### src/design/sec_clock_map.svh
// Register offsets, field positions and reset values of the clock control.
`ifndef SEC_CLOCK_MAP_SVH
`define SEC_CLOCK_MAP_SVH
`define CLK_CTRL_OFFSET    12'ha4
`define PM_STATE_OFFSET    12'hb8
`define CLK_CTRL_RESET     32'h0000_0000
`define CLK_CTRL_WMASK     32'h0000_c7ff
`define DEV_CLK1_BIT       8
`define DEV_CLK2_BIT       9
`define FEEDBACK_BIT       10
`define STOP_STATUS_BIT    13
`define CLKRUN_EN_BIT      14
`define CLKRUN_MODE_BIT    15
`define SLOT_STOP_CODE     2'h3
`define PM_D0              2'h0
`define PM_D3              2'h3
`endif

### src/design/sec_clock_pkg.sv
// Types shared by the secondary clock control.
package sec_clock_pkg;
    typedef enum logic [1:0] {
        CLK_RUNNING,
        CLK_STOPPED
    } clk_state_t;
endpackage

### src/design/sec_clock_ctrl.sv
// Secondary clock gating and clock-stop control with an APB register slave.
// Function
// - Slot clock code 11 stops, holds low
// - Bits 8, 9 stop device clocks
// - Bit 10 gates feedback clock, forward only
// - Bit 13 reports secondary clock stopped
// - Bit 14 enables; default stops in D3hot
// - Mode 1 stops when idle, no request
// - Power state 11 is D3, 00 is D0; 01 and 10 ignored
`include "sec_clock_map.svh"
module sec_clock_ctrl
    import sec_clock_pkg::*;
(
    // Clock and reset
    input  wire logic        pclk,
    input  wire logic        presetn,
    // APB slave
    input  wire logic        psel,
    input  wire logic        penable,
    input  wire logic        pwrite,
    input  wire logic [11:0] paddr,
    input  wire logic [31:0] pwdata,
    output logic      [31:0] prdata,
    output logic             pready,
    output logic             pslverr,
    // Bridge status, same clock domain
    input  wire logic        forward_mode,
    input  wire logic        sec_bus_idle,
    input  wire logic        primary_req_pending,
    // Secondary clock source and gated outputs
    input  wire logic        sec_clock_run,
    output logic             slot0_clock_out,
    output logic             slot1_clock_out,
    output logic             slot2_clock_out,
    output logic             slot3_clock_out,
    output logic             device1_clock_out,
    output logic             device2_clock_out,
    output logic             bridge_feedback_clock_out
);

    logic [31:0] ctrl_ff;
    logic [31:0] nxt_ctrl;
    logic [1:0]  pm_ff;
    logic [1:0]  nxt_pm;
    clk_state_t  state_ff;
    clk_state_t  nxt_state;
    logic [31:0] prdata_ff;
    logic [31:0] nxt_prdata;
    logic        pready_ff;
    logic        nxt_pready;
    logic        pslverr_ff;
    logic        nxt_pslverr;
    logic [6:0]  gate_ff;
    logic [6:0]  nxt_gate;
    logic        stop_cond;
    logic        access;

    function automatic logic slot_on(input logic [1:0] code);
        slot_on = (code != `SLOT_STOP_CODE);
    endfunction

    assign access = psel && penable && !pready_ff;

    // A zero-wait slave would need pready combinational; one wait state
    // keeps every output registered.
    always_comb
    begin
        nxt_ctrl    = ctrl_ff;
        nxt_pm      = pm_ff;
        nxt_prdata  = prdata_ff;
        nxt_pready  = access;
        nxt_pslverr = 1'b0;
        if (access)
        begin
            if (paddr == `CLK_CTRL_OFFSET)
            begin
                if (pwrite)
                    nxt_ctrl = (ctrl_ff & ~`CLK_CTRL_WMASK)
                             | (pwdata & `CLK_CTRL_WMASK);
                else
                    nxt_prdata = ctrl_ff;
            end
            else if (paddr == `PM_STATE_OFFSET)
            begin
                // D1 and D2 are not implemented, so such writes are dropped.
                if (pwrite && (pwdata[1:0] == `PM_D0
                               || pwdata[1:0] == `PM_D3))
                    nxt_pm = pwdata[1:0];
                nxt_prdata = {30'h0, pm_ff};
            end
            else
            begin
                nxt_pslverr = 1'b1;
                nxt_prdata  = 32'h0;
            end
        end
        // Status is hardware owned and tracks the clock state.
        nxt_ctrl[`STOP_STATUS_BIT] = (state_ff == CLK_STOPPED);
    end

    // Stop condition for each clock-stop mode.
    always_comb
    begin
        if (!ctrl_ff[`CLKRUN_EN_BIT])
            stop_cond = 1'b0;
        else if (ctrl_ff[`CLKRUN_MODE_BIT])
            stop_cond = sec_bus_idle && !primary_req_pending;
        else
            stop_cond = (pm_ff == `PM_D3);
    end

    always_comb
    begin
        case (state_ff)
            CLK_RUNNING:
                nxt_state = stop_cond ? CLK_STOPPED : CLK_RUNNING;
            CLK_STOPPED:
                nxt_state = stop_cond ? CLK_STOPPED : CLK_RUNNING;
            default:
                nxt_state = CLK_RUNNING;
        endcase
    end

    // Gated outputs are held low; the stopped secondary clock gates all.
    always_comb
    begin
        logic run;
        run = sec_clock_run && (state_ff == CLK_RUNNING);
        nxt_gate[0] = run && slot_on(ctrl_ff[1:0]);
        nxt_gate[1] = run && slot_on(ctrl_ff[3:2]);
        nxt_gate[2] = run && slot_on(ctrl_ff[5:4]);
        nxt_gate[3] = run && slot_on(ctrl_ff[7:6]);
        nxt_gate[4] = run && !ctrl_ff[`DEV_CLK1_BIT];
        nxt_gate[5] = run && !ctrl_ff[`DEV_CLK2_BIT];
        nxt_gate[6] = run && forward_mode
                    && !ctrl_ff[`FEEDBACK_BIT];
    end

    always_ff @(posedge pclk or negedge presetn)
    begin
        if (!presetn)
        begin
            ctrl_ff    <= `CLK_CTRL_RESET;
            pm_ff      <= `PM_D0;
            state_ff   <= CLK_RUNNING;
            prdata_ff  <= 32'h0;
            pready_ff  <= 1'b0;
            pslverr_ff <= 1'b0;
            gate_ff    <= 7'h0;
        end
        else
        begin
            ctrl_ff    <= nxt_ctrl;
            pm_ff      <= nxt_pm;
            state_ff   <= nxt_state;
            prdata_ff  <= nxt_prdata;
            pready_ff  <= nxt_pready;
            pslverr_ff <= nxt_pslverr;
            gate_ff    <= nxt_gate;
        end
    end

    assign prdata                    = prdata_ff;
    assign pready                    = pready_ff;
    assign pslverr                   = pslverr_ff;
    assign slot0_clock_out           = gate_ff[0];
    assign slot1_clock_out           = gate_ff[1];
    assign slot2_clock_out           = gate_ff[2];
    assign slot3_clock_out           = gate_ff[3];
    assign device1_clock_out         = gate_ff[4];
    assign device2_clock_out         = gate_ff[5];
    assign bridge_feedback_clock_out = gate_ff[6];

    property p_slot_stop;
        @(posedge pclk) disable iff (!presetn)
        ctrl_ff[1:0] == 2'h3 |=> !slot0_clock_out;
    endproperty
    a_slot_stop: assert property (p_slot_stop)
        else $error("slot 0 clock not held low");

    property p_slot_run;
        @(posedge pclk) disable iff (!presetn)
        (ctrl_ff[7:6] != 2'h3 && sec_clock_run && state_ff == CLK_RUNNING)
        |=> slot3_clock_out;
    endproperty
    a_slot_run: assert property (p_slot_run)
        else $error("slot 3 clock not running");

    property p_dev_stop;
        @(posedge pclk) disable iff (!presetn)
        ctrl_ff[9] |=> !device2_clock_out;
    endproperty
    a_dev_stop: assert property (p_dev_stop)
        else $error("device 2 clock not held low");

    property p_fb_reverse;
        @(posedge pclk) disable iff (!presetn)
        (!forward_mode || ctrl_ff[10]) |=> !bridge_feedback_clock_out;
    endproperty
    a_fb_reverse: assert property (p_fb_reverse)
        else $error("feedback clock running when gated");

    property p_status;
        @(posedge pclk) disable iff (!presetn)
        (state_ff == CLK_STOPPED) |=> ctrl_ff[13];
    endproperty
    a_status: assert property (p_status)
        else $error("stop status not set");

    property p_disabled;
        @(posedge pclk) disable iff (!presetn)
        !ctrl_ff[14] |=> state_ff == CLK_RUNNING;
    endproperty
    a_disabled: assert property (p_disabled)
        else $error("clock stopped while protocol disabled");

    property p_idle_stop;
        @(posedge pclk) disable iff (!presetn)
        (ctrl_ff[14] && ctrl_ff[15] && sec_bus_idle && !primary_req_pending)
        |=> state_ff == CLK_STOPPED;
    endproperty
    a_idle_stop: assert property (p_idle_stop)
        else $error("idle bus did not stop clock");

    property p_pm_ignore;
        @(posedge pclk) disable iff (!presetn)
        (access && pwrite && paddr == 12'hb8
         && (pwdata[1:0] == 2'h1 || pwdata[1:0] == 2'h2))
        |=> $stable(pm_ff);
    endproperty
    a_pm_ignore: assert property (p_pm_ignore)
        else $error("unimplemented power state accepted");

    property p_restart;
        @(posedge pclk) disable iff (!presetn)
        (state_ff == CLK_STOPPED && !stop_cond)
        |=> state_ff == CLK_RUNNING ##1 !ctrl_ff[13];
    endproperty
    a_restart: assert property (p_restart)
        else $error("clock did not restart");

endmodule

### config.mk
export PLATFORM = sky130hd
export DESIGN_NAME = sec_clock_ctrl
export DESIGN_NICKNAME = d
export VERILOG_FILES = /design/src/design/sec_clock_pkg.sv /design/src/design/sec_clock_ctrl.sv
export VERILOG_INCLUDE_DIRS = /design/src /design/src/design
export SDC_FILE = /design/constraint.sdc
export NUM_CORES = 1
export LEC_CHECK = 0
export ABC_AREA = 1
export BUFFER_PORTS_ARGS = -buffer_cell sky130_fd_sc_hd__buf_4
export CAP_MARGIN = 20
export CORE_MARGIN = 3
export CORE_UTILIZATION = 40
export CTS_CLUSTER_SIZE = 24
export DETAILED_ROUTE_END_ITERATION = 10
export GPL_TIMING_DRIVEN = 0
export PLACE_DENSITY = 0.77
export SETUP_SLACK_MARGIN = 0.1
export SLEW_MARGIN = 20
export SYNTH_ARGS = -nofsm -noshare
export SYNTH_HDL_FRONTEND = slang
export SYNTH_SLANG_ARGS = --single-unit
### constraint.sdc
create_clock -name pclk -period 1.5 [get_ports pclk]
set_input_delay 0.225 -clock pclk [delete_from_list [all_inputs] [get_ports pclk]]
set_output_delay 0.225 -clock pclk [all_outputs]
set_load 0.01 [all_outputs]
==> results of run 1 <==
[cell families (layout without fill, tap and decap cells)]
group / Yosys count / after routing / synth area share (%)
AO/OA/AOI/OAI: 20 / 20 / 5.16
flip-flops: 41 / 41 / 52.9
AND/OR/NAND/NOR: 126 / 126 / 29.3
buffers and inverters: 40 / 122 / 12.6
[worst min-delay path by stage]
stage / from / endpoint / slack (ps) / cells past startpoint
2_1_floorplan: presetn / ctrl_ff[0] / -70 / 0
3_3_place_gp: presetn / prdata[9] / 230 / 1
4_1_cts: pwdata[6] / ctrl_ff[6] / 150 / 3
6_report: pwdata[6] / ctrl_ff[6] / 160 / 3
5_1_grt: pwdata[10] / ctrl_ff[10] / 170 / 3
3_5_place_dp: presetn / prdata[7] / 230 / 1
[synth_stat cells, drive strengths merged]
cell type | count | area, um2
nand2 | 80 | 318
dfrtp | 41 | 1030
buf | 23 | 181
nand3 | 21 | 110
nor2 | 19 | 91.3
inv | 17 | 63.8
o21ai | 14 | 70.1
a21oi | 6 | 30.0
and2 | 2 | 16.3
nand4 | 2 | 12.5
nor3b | 2 | 20.0
[timing repair]
item,CTS,global route
setup endpoints to repair,17,10
pin swaps,0,0
endpoints found under the hold margin,41,0
hold buffers,1,0
setup buffers,0,0
gates resized for setup,1,1
[sequential cells by signal (all words and copies together) (netlist names)]
signal / count
prdata: 15
ctrl_ff: 14
gate_ff: 7
pm_ff: 2
pready: 1
pslverr: 1
state_ff: 1
[final cells by class]
cell class / count / share of cell area [%]
flip-flops and latches: 41 / 38.5
clock inverters: 1 / 0.281
multi-input cells: 146 / 25.3
clock buffers: 6 / 3.10
plain buffers: 23 / 6.80
inverters: 17 / 2.39
well taps: 52 / 2.44
repair buffers: 75 / 21.2
[worst register-to-register path, delay by kind of cell, from the launching register on]
kind            cells  cell delay (ps)
compound gates      1               70
buf+inv             1              170
simple gates        3              510
flops               1              420
[where the power goes]
part	internal, mW	switching (mW)
registers	1.12	0.00534
logic	0.0968	0.103
clock network	0.363	0.360
[layout by cell type, fill, tap and decap left out, drive strengths merged]
| master | n |
|---|---|
| nor3b | 2 |
| clkinvlp | 1 |
| buf | 97 |
| nor2 | 19 |
| nand4 | 2 |
| nand2 | 80 |
| dlygate4sd3 | 1 |
| dfrtp | 41 |
| nand3 | 21 |
| o21ai | 14 |
| a21oi | 6 |
| and2 | 2 |
| clkbuf | 6 |
| inv | 17 |
[through the flow]
stage / utilization [%] / power [mW] / setup slack [ps] / cells / hold WS, ps
final: 59.2 / 2.05 / 176 / 361 / 159
after global routing: 59.2 / 2.13 / 89.5 / 361 / 168
after CTS: 59.1 / 2.06 / 141 / 361 / 153
after detailed placement: 56.8 / 1.34 / 124 / 353 / 234
after global placement: 56.8 / 1.34 / 144 / 353 / 226
after floorplan: - / 1.21 / 282 / 227 / -70.6
[metal layers]
metal	vias to the layer above	share of wire, %	wire (um)
met4	0	1.6	69
li1	856	-	-
met1	731	44	1890
met5	-	0	0
met2	63	49	2080
met3	9	5.7	243
==> results.ini, run 1 <==
[run_status]
status = finished clean

[route]
wl_per_cell_um = 11.9
drt-total-wl_um = 4290
drt_pass1_iterations = 4
drtIter0Drc = 87
vias = 1659
route.detailed.drc = 0
detail-route-antenna-nets = 0
avgViaCountPerCell = 4.60

[worst_setup_path]
cp_data_required_time_ps = 1270
cp_top_family = flip-flops
cp.arrival_ps = 1100
cpMostUsedCell = buf_4
critical_path_depth = 2
critPathMaxStageDelay_ps = 510
r2r_cells = 5
cp_num_buf_inv = 2
critPathMaxFanout = 19
crit_chain = buf_4 > buf_4
ff2ff_setup_slack_ps = 230
r2r_end = prdata[9]
worstReg2RegStart = pready
crit_end = prdata[20]
critPathSlowestCell = dfrtp_2
start_kind = register
worstSetupPathType = reg2out
crit_start = prdata[23]
end_kind = output port

[clock_tree]
cts_tree = built
clkTransAtPathRegs_ps = 70
worst_skew_pair.late_latency_ps = 290
cts_buffers = 5
cts_num_sinks = 41
cts_buffer_depth = 2
cts_max_level = 2
cts_root_buf = clkbuf_8

[yosys]
avgSynthCellArea_um2 = 8.54
syn_area_mm2 = 0.00194
netlist_instances = 227
synth-seq-cells = 41
yosysSeqAreaShare_pct = 52.9
ys_types = 22
postSynthNetCount = 280
yosys_warnings = 0

[floorplanning]
core.rowCount = 24
die-width_um = 75.6
initial_core_util_pct = 43.1
core_area_mm2 = 0.00450
die_h_um = 75.6
die_area_mm2 = 0.00572
pin_count = 94

[timing]
tns_ps = 0
fin_crit_sh_pct = 88.3
drv_slew = 0
clock.fmax_mhz = 755
worst_pin_slew_ps = 504
period_needed_ps = 1320
rsz0062_at_grt = true
slew-limit-headroom_pct = 66.4
hold_viol = 0
fin_worst_skew_ps = 6.31
setup_viol = 0

[global_route]
grt_pass1_wl_um = 6800
gr-total-overflow = 0
grtUsageTotal_pct = 15.9
antenna_found_initial = 0
met2_usage_pct = 26.3
grt_max_degree = 42
grtUsageMet3_pct = 3.83
grt_pass1_vias = 1544
gr-max-usage-layer = met2
grt_util_met1_pct = 19.9

[placement]
io_buffers = 74
hpwlAfterDp_um = 3410
gp_congestion = 0.758
placed_area_mm2 = 0.00256

[layout]
design_area_mm2 = 0.00267
n_antenna_cell = 0
regArea_mm2 = 0.00103
nets = 362
layout-drive-gt1-share_pct = 38.5
n_fill_cell = 398
multi_input_area_um2 = 674
syn2layout_area_growth_pct = 37.5

[power]
p_leak_nw = 1.48
peakVddDrop_mv = 0.368
p_per_area_mw_per_mm2 = 767

[job]
drv_cap = 0

[hold_path]
holdCritPathClass = in2reg

Power figures use the tool's default switching activity.
==> inputs of run 2 (changes only) <==
--- a/config.mk
+++ b/config.mk
@@ -14,7 +14,7 @@
 export CTS_CLUSTER_SIZE = 24
 export DETAILED_ROUTE_END_ITERATION = 10
 export GPL_TIMING_DRIVEN = 0
-export PLACE_DENSITY = 0.77
+export PLACE_DENSITY = 0.73
 export SETUP_SLACK_MARGIN = 0.1
 export SLEW_MARGIN = 20
 export SYNTH_ARGS = -nofsm -noshare
==> constraint.sdc (replaced) <==
create_clock -name pclk -period 1.1 [get_ports pclk]
set_input_delay 0.165 -clock pclk [delete_from_list [all_inputs] [get_ports pclk]]
set_output_delay 0.165 -clock pclk [all_outputs]
set_load 0.01 [all_outputs]
==> results.ini, run 2 (synthesis results as in run 1) <==
[route]
routed.top_layer = met4
wl_met2_um = 2670
avgViaCountPerCell = 4.72
wl_met1_um = 2160
route.met3.wl_um = 249
route.detailed.drc = 0
drtIter0Drc = 51
detail-route-antenna-nets = 0
drt_pass1_iterations = 4
drt-total-wl_um = 5130
wl_per_cell_um = 13.2
vias = 1839

[clock_tree]
cts_root_buf = clkbuf_8
cts_buffers = 5
worst_skew_pair.late_latency_ps = 290
cts_buffer_depth = 2
cts_max_level = 2
clkTransAtPathRegs_ps = 70
cts_num_sinks = 41
cts_tree = built

[floorplanning]
initial_core_util_pct = 43.1
core_area_mm2 = 0.00450
pin_count = 94
die_area_mm2 = 0.00572
core.rowCount = 24
die_h_um = 75.6
die-width_um = 75.6

[timing]
rsz0062_at_grt = true
slew-limit-headroom_pct = 66.1
drv_slew = 0
tns_ps = -4490
fin_worst_skew_ps = 8.24
fin_crit_sh_pct = 115
worst_pin_slew_ps = 508
clock.fmax_mhz = 787
hold_viol = 0
finalWorstSetupSlack_ps = -170
period_needed_ps = 1270
setup_viol = 47

[run_status]
status = complete, but fails checks
failed_checks = setup timing

[layout]
regArea_mm2 = 0.00103
largest_reg_flops = 15
layout-drive-gt1-share_pct = 55.3
nets = 390
syn2layout_area_growth_pct = 66.5
multi_input_area_um2 = 797
final_common_cell = buf_4
n_antenna_cell = 0
n_fill_cell = 339
layout_common_cells = 66 x buf_4, 58 x buf_6, 50 x nand2_1

[global_route]
grt_pass1_wl_um = 7220
antenna_found_initial = 0
gr-total-overflow = 0
grt_max_degree = 42
grt_pass1_vias = 1636
grtUsageTotal_pct = 16.7

[hold_path]
holdCritPathClass = in2reg

[worst_setup_path]
cp.arrival_ps = 1110
crit_chain = buf_6 > buf_6 > buf_6
cpMostUsedCell = buf_6
critPathSlowestCell = dfrtp_2
critPathMaxStageDelay_ps = 450
start_kind = register
worstSetupPathType = reg2out
end_kind = output port
critPathMaxFanout = 6
cp_data_required_time_ps = 940
cp_top_family = flip-flops
cp_num_buf_inv = 3

[placement]
gp_congestion = 0.776
io_buffers = 74
hpwlAfterDp_um = 3330
pre_cts_slack_ps = -218

[power]
peakVddDrop_mv = 0.561
p_per_area_mw_per_mm2 = 863
p_leak_nw = 1.70

[job]
drv_cap = 0

## run 2: per-layer routing
metal,up-vias,track usage (%)
li1,917,-
met1,854,21.2
met2,62,29.0
met3,6,3.43
met4,0,4.47
met5,-,0
## run 2: final cells by class
type / count / share of cell area (%)
buffer: 23 / 7.67
clock buffer: 6 / 2.25
clock inverter: 2 / 0.310
inverter: 17 / 2.36
multi-input combinational: 146 / 24.7
sequential: 41 / 31.9
tap: 52 / 2.02
timing repair buffer: 103 / 28.8
## run 2: final timing paths
| kind | from | endpoint | slack (ps) | cells after the start |
|---|---|---|---|---|
| min | pwdata[4] | ctrl_ff[4] | 100 | 3 |
| min reg2reg | state_ff[0] | ctrl_ff[13] | 380 | 0 |
| max in group asynchronous | presetn | prdata[23] | 310 | 2 |
| min in group asynchronous | presetn | prdata[9] | 400 | 2 |
| max | prdata[23] | prdata[20] | -170 | 3 |
| max reg2reg | pready | ctrl_ff[8] | -90 | 5 |
## run 2: timing repair
| item | 4_1_cts | 5_1_grt |
|---|---|---|
| gates resized for setup | 67 | 40 |
| endpoints found under the setup margin | 50 | 64 |
| cloned | 4 | 0 |
| hold buffers | 1 | 0 |
| pin swaps | 7 | 6 |
| hold endpoints to repair | 41 | 0 |
| buffers inserted | 8 | 16 |
## run 2: worst min-delay path: cells and delay by family
kind	cells	cell delay, ps
buffers and inverters	1	70
and+or+nand+nor	2	120
## run 2: per-stage QoR
step / cells / total power [mW] / instance area, um2 / util (%) / hold WS, ps
4_1_cts: 374 / 2.78 / 2980 / 66.1 / 95.9
6_report: 390 / 2.79 / 3230 / 71.7 / 97.3
2_1_floorplan: 227 / 1.66 / 1950 / - / -131
3_5_place_dp: 353 / 1.84 / 2570 / 57.1 / 164
5_1_grt: 390 / 2.89 / 3230 / 71.7 / 98.6
3_3_place_gp: 353 / 1.83 / 2570 / 57.1 / 167
## run 2: where the power goes
group,switching [mW],total [mW],internal (mW),leakage (nW)
Clock,0.483,0.922,0.439,0.0450
Combinational,0.166,0.332,0.166,1.11
Sequential,0.00890,1.53,1.52,0.553
==> inputs of run 3 (changes only) <==
--- a/config.mk
+++ b/config.mk
@@ -10,11 +10,11 @@
 export BUFFER_PORTS_ARGS = -buffer_cell sky130_fd_sc_hd__buf_4
 export CAP_MARGIN = 20
 export CORE_MARGIN = 3
-export CORE_UTILIZATION = 40
+export CORE_UTILIZATION = 41
 export CTS_CLUSTER_SIZE = 24
 export DETAILED_ROUTE_END_ITERATION = 10
 export GPL_TIMING_DRIVEN = 0
-export PLACE_DENSITY = 0.73
+export PLACE_DENSITY = 0.74
 export SETUP_SLACK_MARGIN = 0.1
 export SLEW_MARGIN = 20
 export SYNTH_ARGS = -nofsm -noshare
==> results.ini, run 3 (synthesis results as in run 1) <==
[floorplanning]
pin_count = 94
core.rowCount = 24
initial_core_util_pct = 43.3
core_area_mm2 = 0.00447
die_area_mm2 = 0.00559
die-width_um = 74.8
die_h_um = 74.8

[layout]
multi_input_area_um2 = 847
design_area_mm2 = 0.00330
layout-drive-gt1-share_pct = 57.0
final_common_cell = buf_4
syn2layout_area_growth_pct = 70.0
regArea_mm2 = 0.00103
largest_reg_flops = 15
n_fill_cell = 320
n_antenna_cell = 0
layout_common_cells = 63 x buf_4, 61 x buf_6, 48 x nand2_1
nets = 389
finalNonFillerCells = 389

[power]
netSwitchingFraction_pct = 22.5
p_per_area_mw_per_mm2 = 955
p_int_mw = 2.44
p_sw_mw = 0.710
p_comb_share_pct = 11.2
p_leak_nw = 1.72
clockPowerShare_pct = 40.2
seq_power_share_pct = 48.6
peakVddDrop_mv = 0.589

[timing]
setup_viol = 49
tns_ps = -5850
drv_slew = 0
hold_viol = 0
period_needed_ps = 1270
fin_worst_skew_ps = 13.0
clock.fmax_mhz = 788
fin_crit_sh_pct = 115
worst_pin_slew_ps = 505
finalWorstSetupSlack_ps = -168
rsz0062_at_grt = true
slew-limit-headroom_pct = 66.3

[worst_setup_path]
start_kind = register
crit_chain = buf_6 > buf_4 > buf_6
r2r_end = prdata[4]
cpMostUsedCell = buf_6
cp_top_family = flip-flops
cp_data_required_time_ps = 940
end_kind = output port
ff2ff_setup_slack_ps = -150
crit_end = prdata[23]
crit_start = prdata[23]
worstReg2RegStart = pready
critPathMaxFanout = 9
worstSetupPathType = reg2out
cp_num_buf_inv = 3
critPathMaxStageDelay_ps = 430
r2r_cells = 6
critPathSlowestCell = dfrtp_2
cp.arrival_ps = 1100
critical_path_depth = 3

[hold_path]
min_delay_path_depth = 3
holdCritPathClass = in2reg

[clock_tree]
cts_tree = built
cts_max_level = 2
worst_skew_pair.late_latency_ps = 300
cts_num_sinks = 41
cts_root_buf = clkbuf_8
clkTransAtPathRegs_ps = 80
cts_buffers = 5
cts_buffer_depth = 2

[route]
drt-total-wl_um = 5240
vias = 1844
wl_per_cell_um = 13.5
route.detailed.drc = 0
drt_pass1_iterations = 4
avgViaCountPerCell = 4.74
drtIter0Drc = 70
detail-route-antenna-nets = 0

[placement]
dp.cells = 353
placed_area_mm2 = 0.00257
gp_congestion = 0.840
pre_cts_slack_ps = -210
hpwlAfterDp_um = 3270
io_buffers = 74

[global_route]
grt_pass1_wl_um = 7370
gr-total-overflow = 0
grtUsageTotal_pct = 17.3
grt_pass1_vias = 1625
antenna_found_initial = 0
grt_max_degree = 42

[run_status]
failed_checks = setup timing
status = complete, but fails checks

[job]
drv_cap = 0

[run 3: worst min-delay path by stage]
stage | to | start | slack (ps)
after CTS | ctrl_ff[4] | pwdata[4] | 90
final | ctrl_ff[4] | pwdata[4] | 90
after detailed placement | prdata[9] | presetn | 170
after global placement | prdata[9] | presetn | 170
after floorplan | ctrl_ff[0] | presetn | -130
after global routing | ctrl_ff[8] | pwdata[8] | 100
[run 3: per-stage QoR]
stage / hold WS, ps / utilization, % / total power, mW
after floorplan: -131 / - / 1.66
after global placement: 166 / 57.5 / 1.83
after detailed placement: 173 / 57.5 / 1.83
after CTS: 93.1 / 66.7 / 3.11
after global routing: 101 / 73.7 / 3.24
final: 93.7 / 73.7 / 3.15
[run 3: power groups by stage]
| stage | logic [mW] | registers, mW | clock network (mW) |
|---|---|---|---|
| after floorplan | 0.0878 | 1.57 | 0 |
| after global placement | 0.269 | 1.56 | 0 |
| after detailed placement | 0.273 | 1.56 | 0 |
| after CTS | 0.311 | 1.53 | 1.27 |
| after global routing | 0.383 | 1.53 | 1.33 |
| final | 0.352 | 1.53 | 1.27 |
[run 3: cell type report]
cell class | count | share of cell area (%)
Inverter | 17 | 2.01
Multi-Input combinational cell | 146 | 25.7
Buffer | 23 | 6.83
Clock buffer | 6 | 2.50
Tap cell | 52 | 1.97
Sequential cell | 41 | 31.2
Timing Repair Buffer | 102 | 28.7
Clock inverter | 2 | 1.14
[run 3: worst register-to-register path, stage by stage (launching register included)]
cell and delay (ps):
dfrtp_2 440, buf_6 130, nor2_4 160, nand2_4 130
buf_6 150, nand2_2 60, o21ai_1 70
[run 3: metal layers]
metal	global-route usage (%)	vias to the layer above	part of all wire (%)
met4	5.34	0	2.4
li1	-	911	-
met2	29.8	69	52
met1	21.6	851	40
met3	4.01	13	5.1
met5	0	-	0
[run 3: timing repair]
item / CTS / global route
endpoints found under the hold margin: 41 / 0
setup buffers: 10 / 14
pin swaps: 15 / 9
endpoints found under the setup margin: 51 / 65
resized for setup: 60 / 57
hold buffers: 1 / 0
gates cloned: 2 / 1
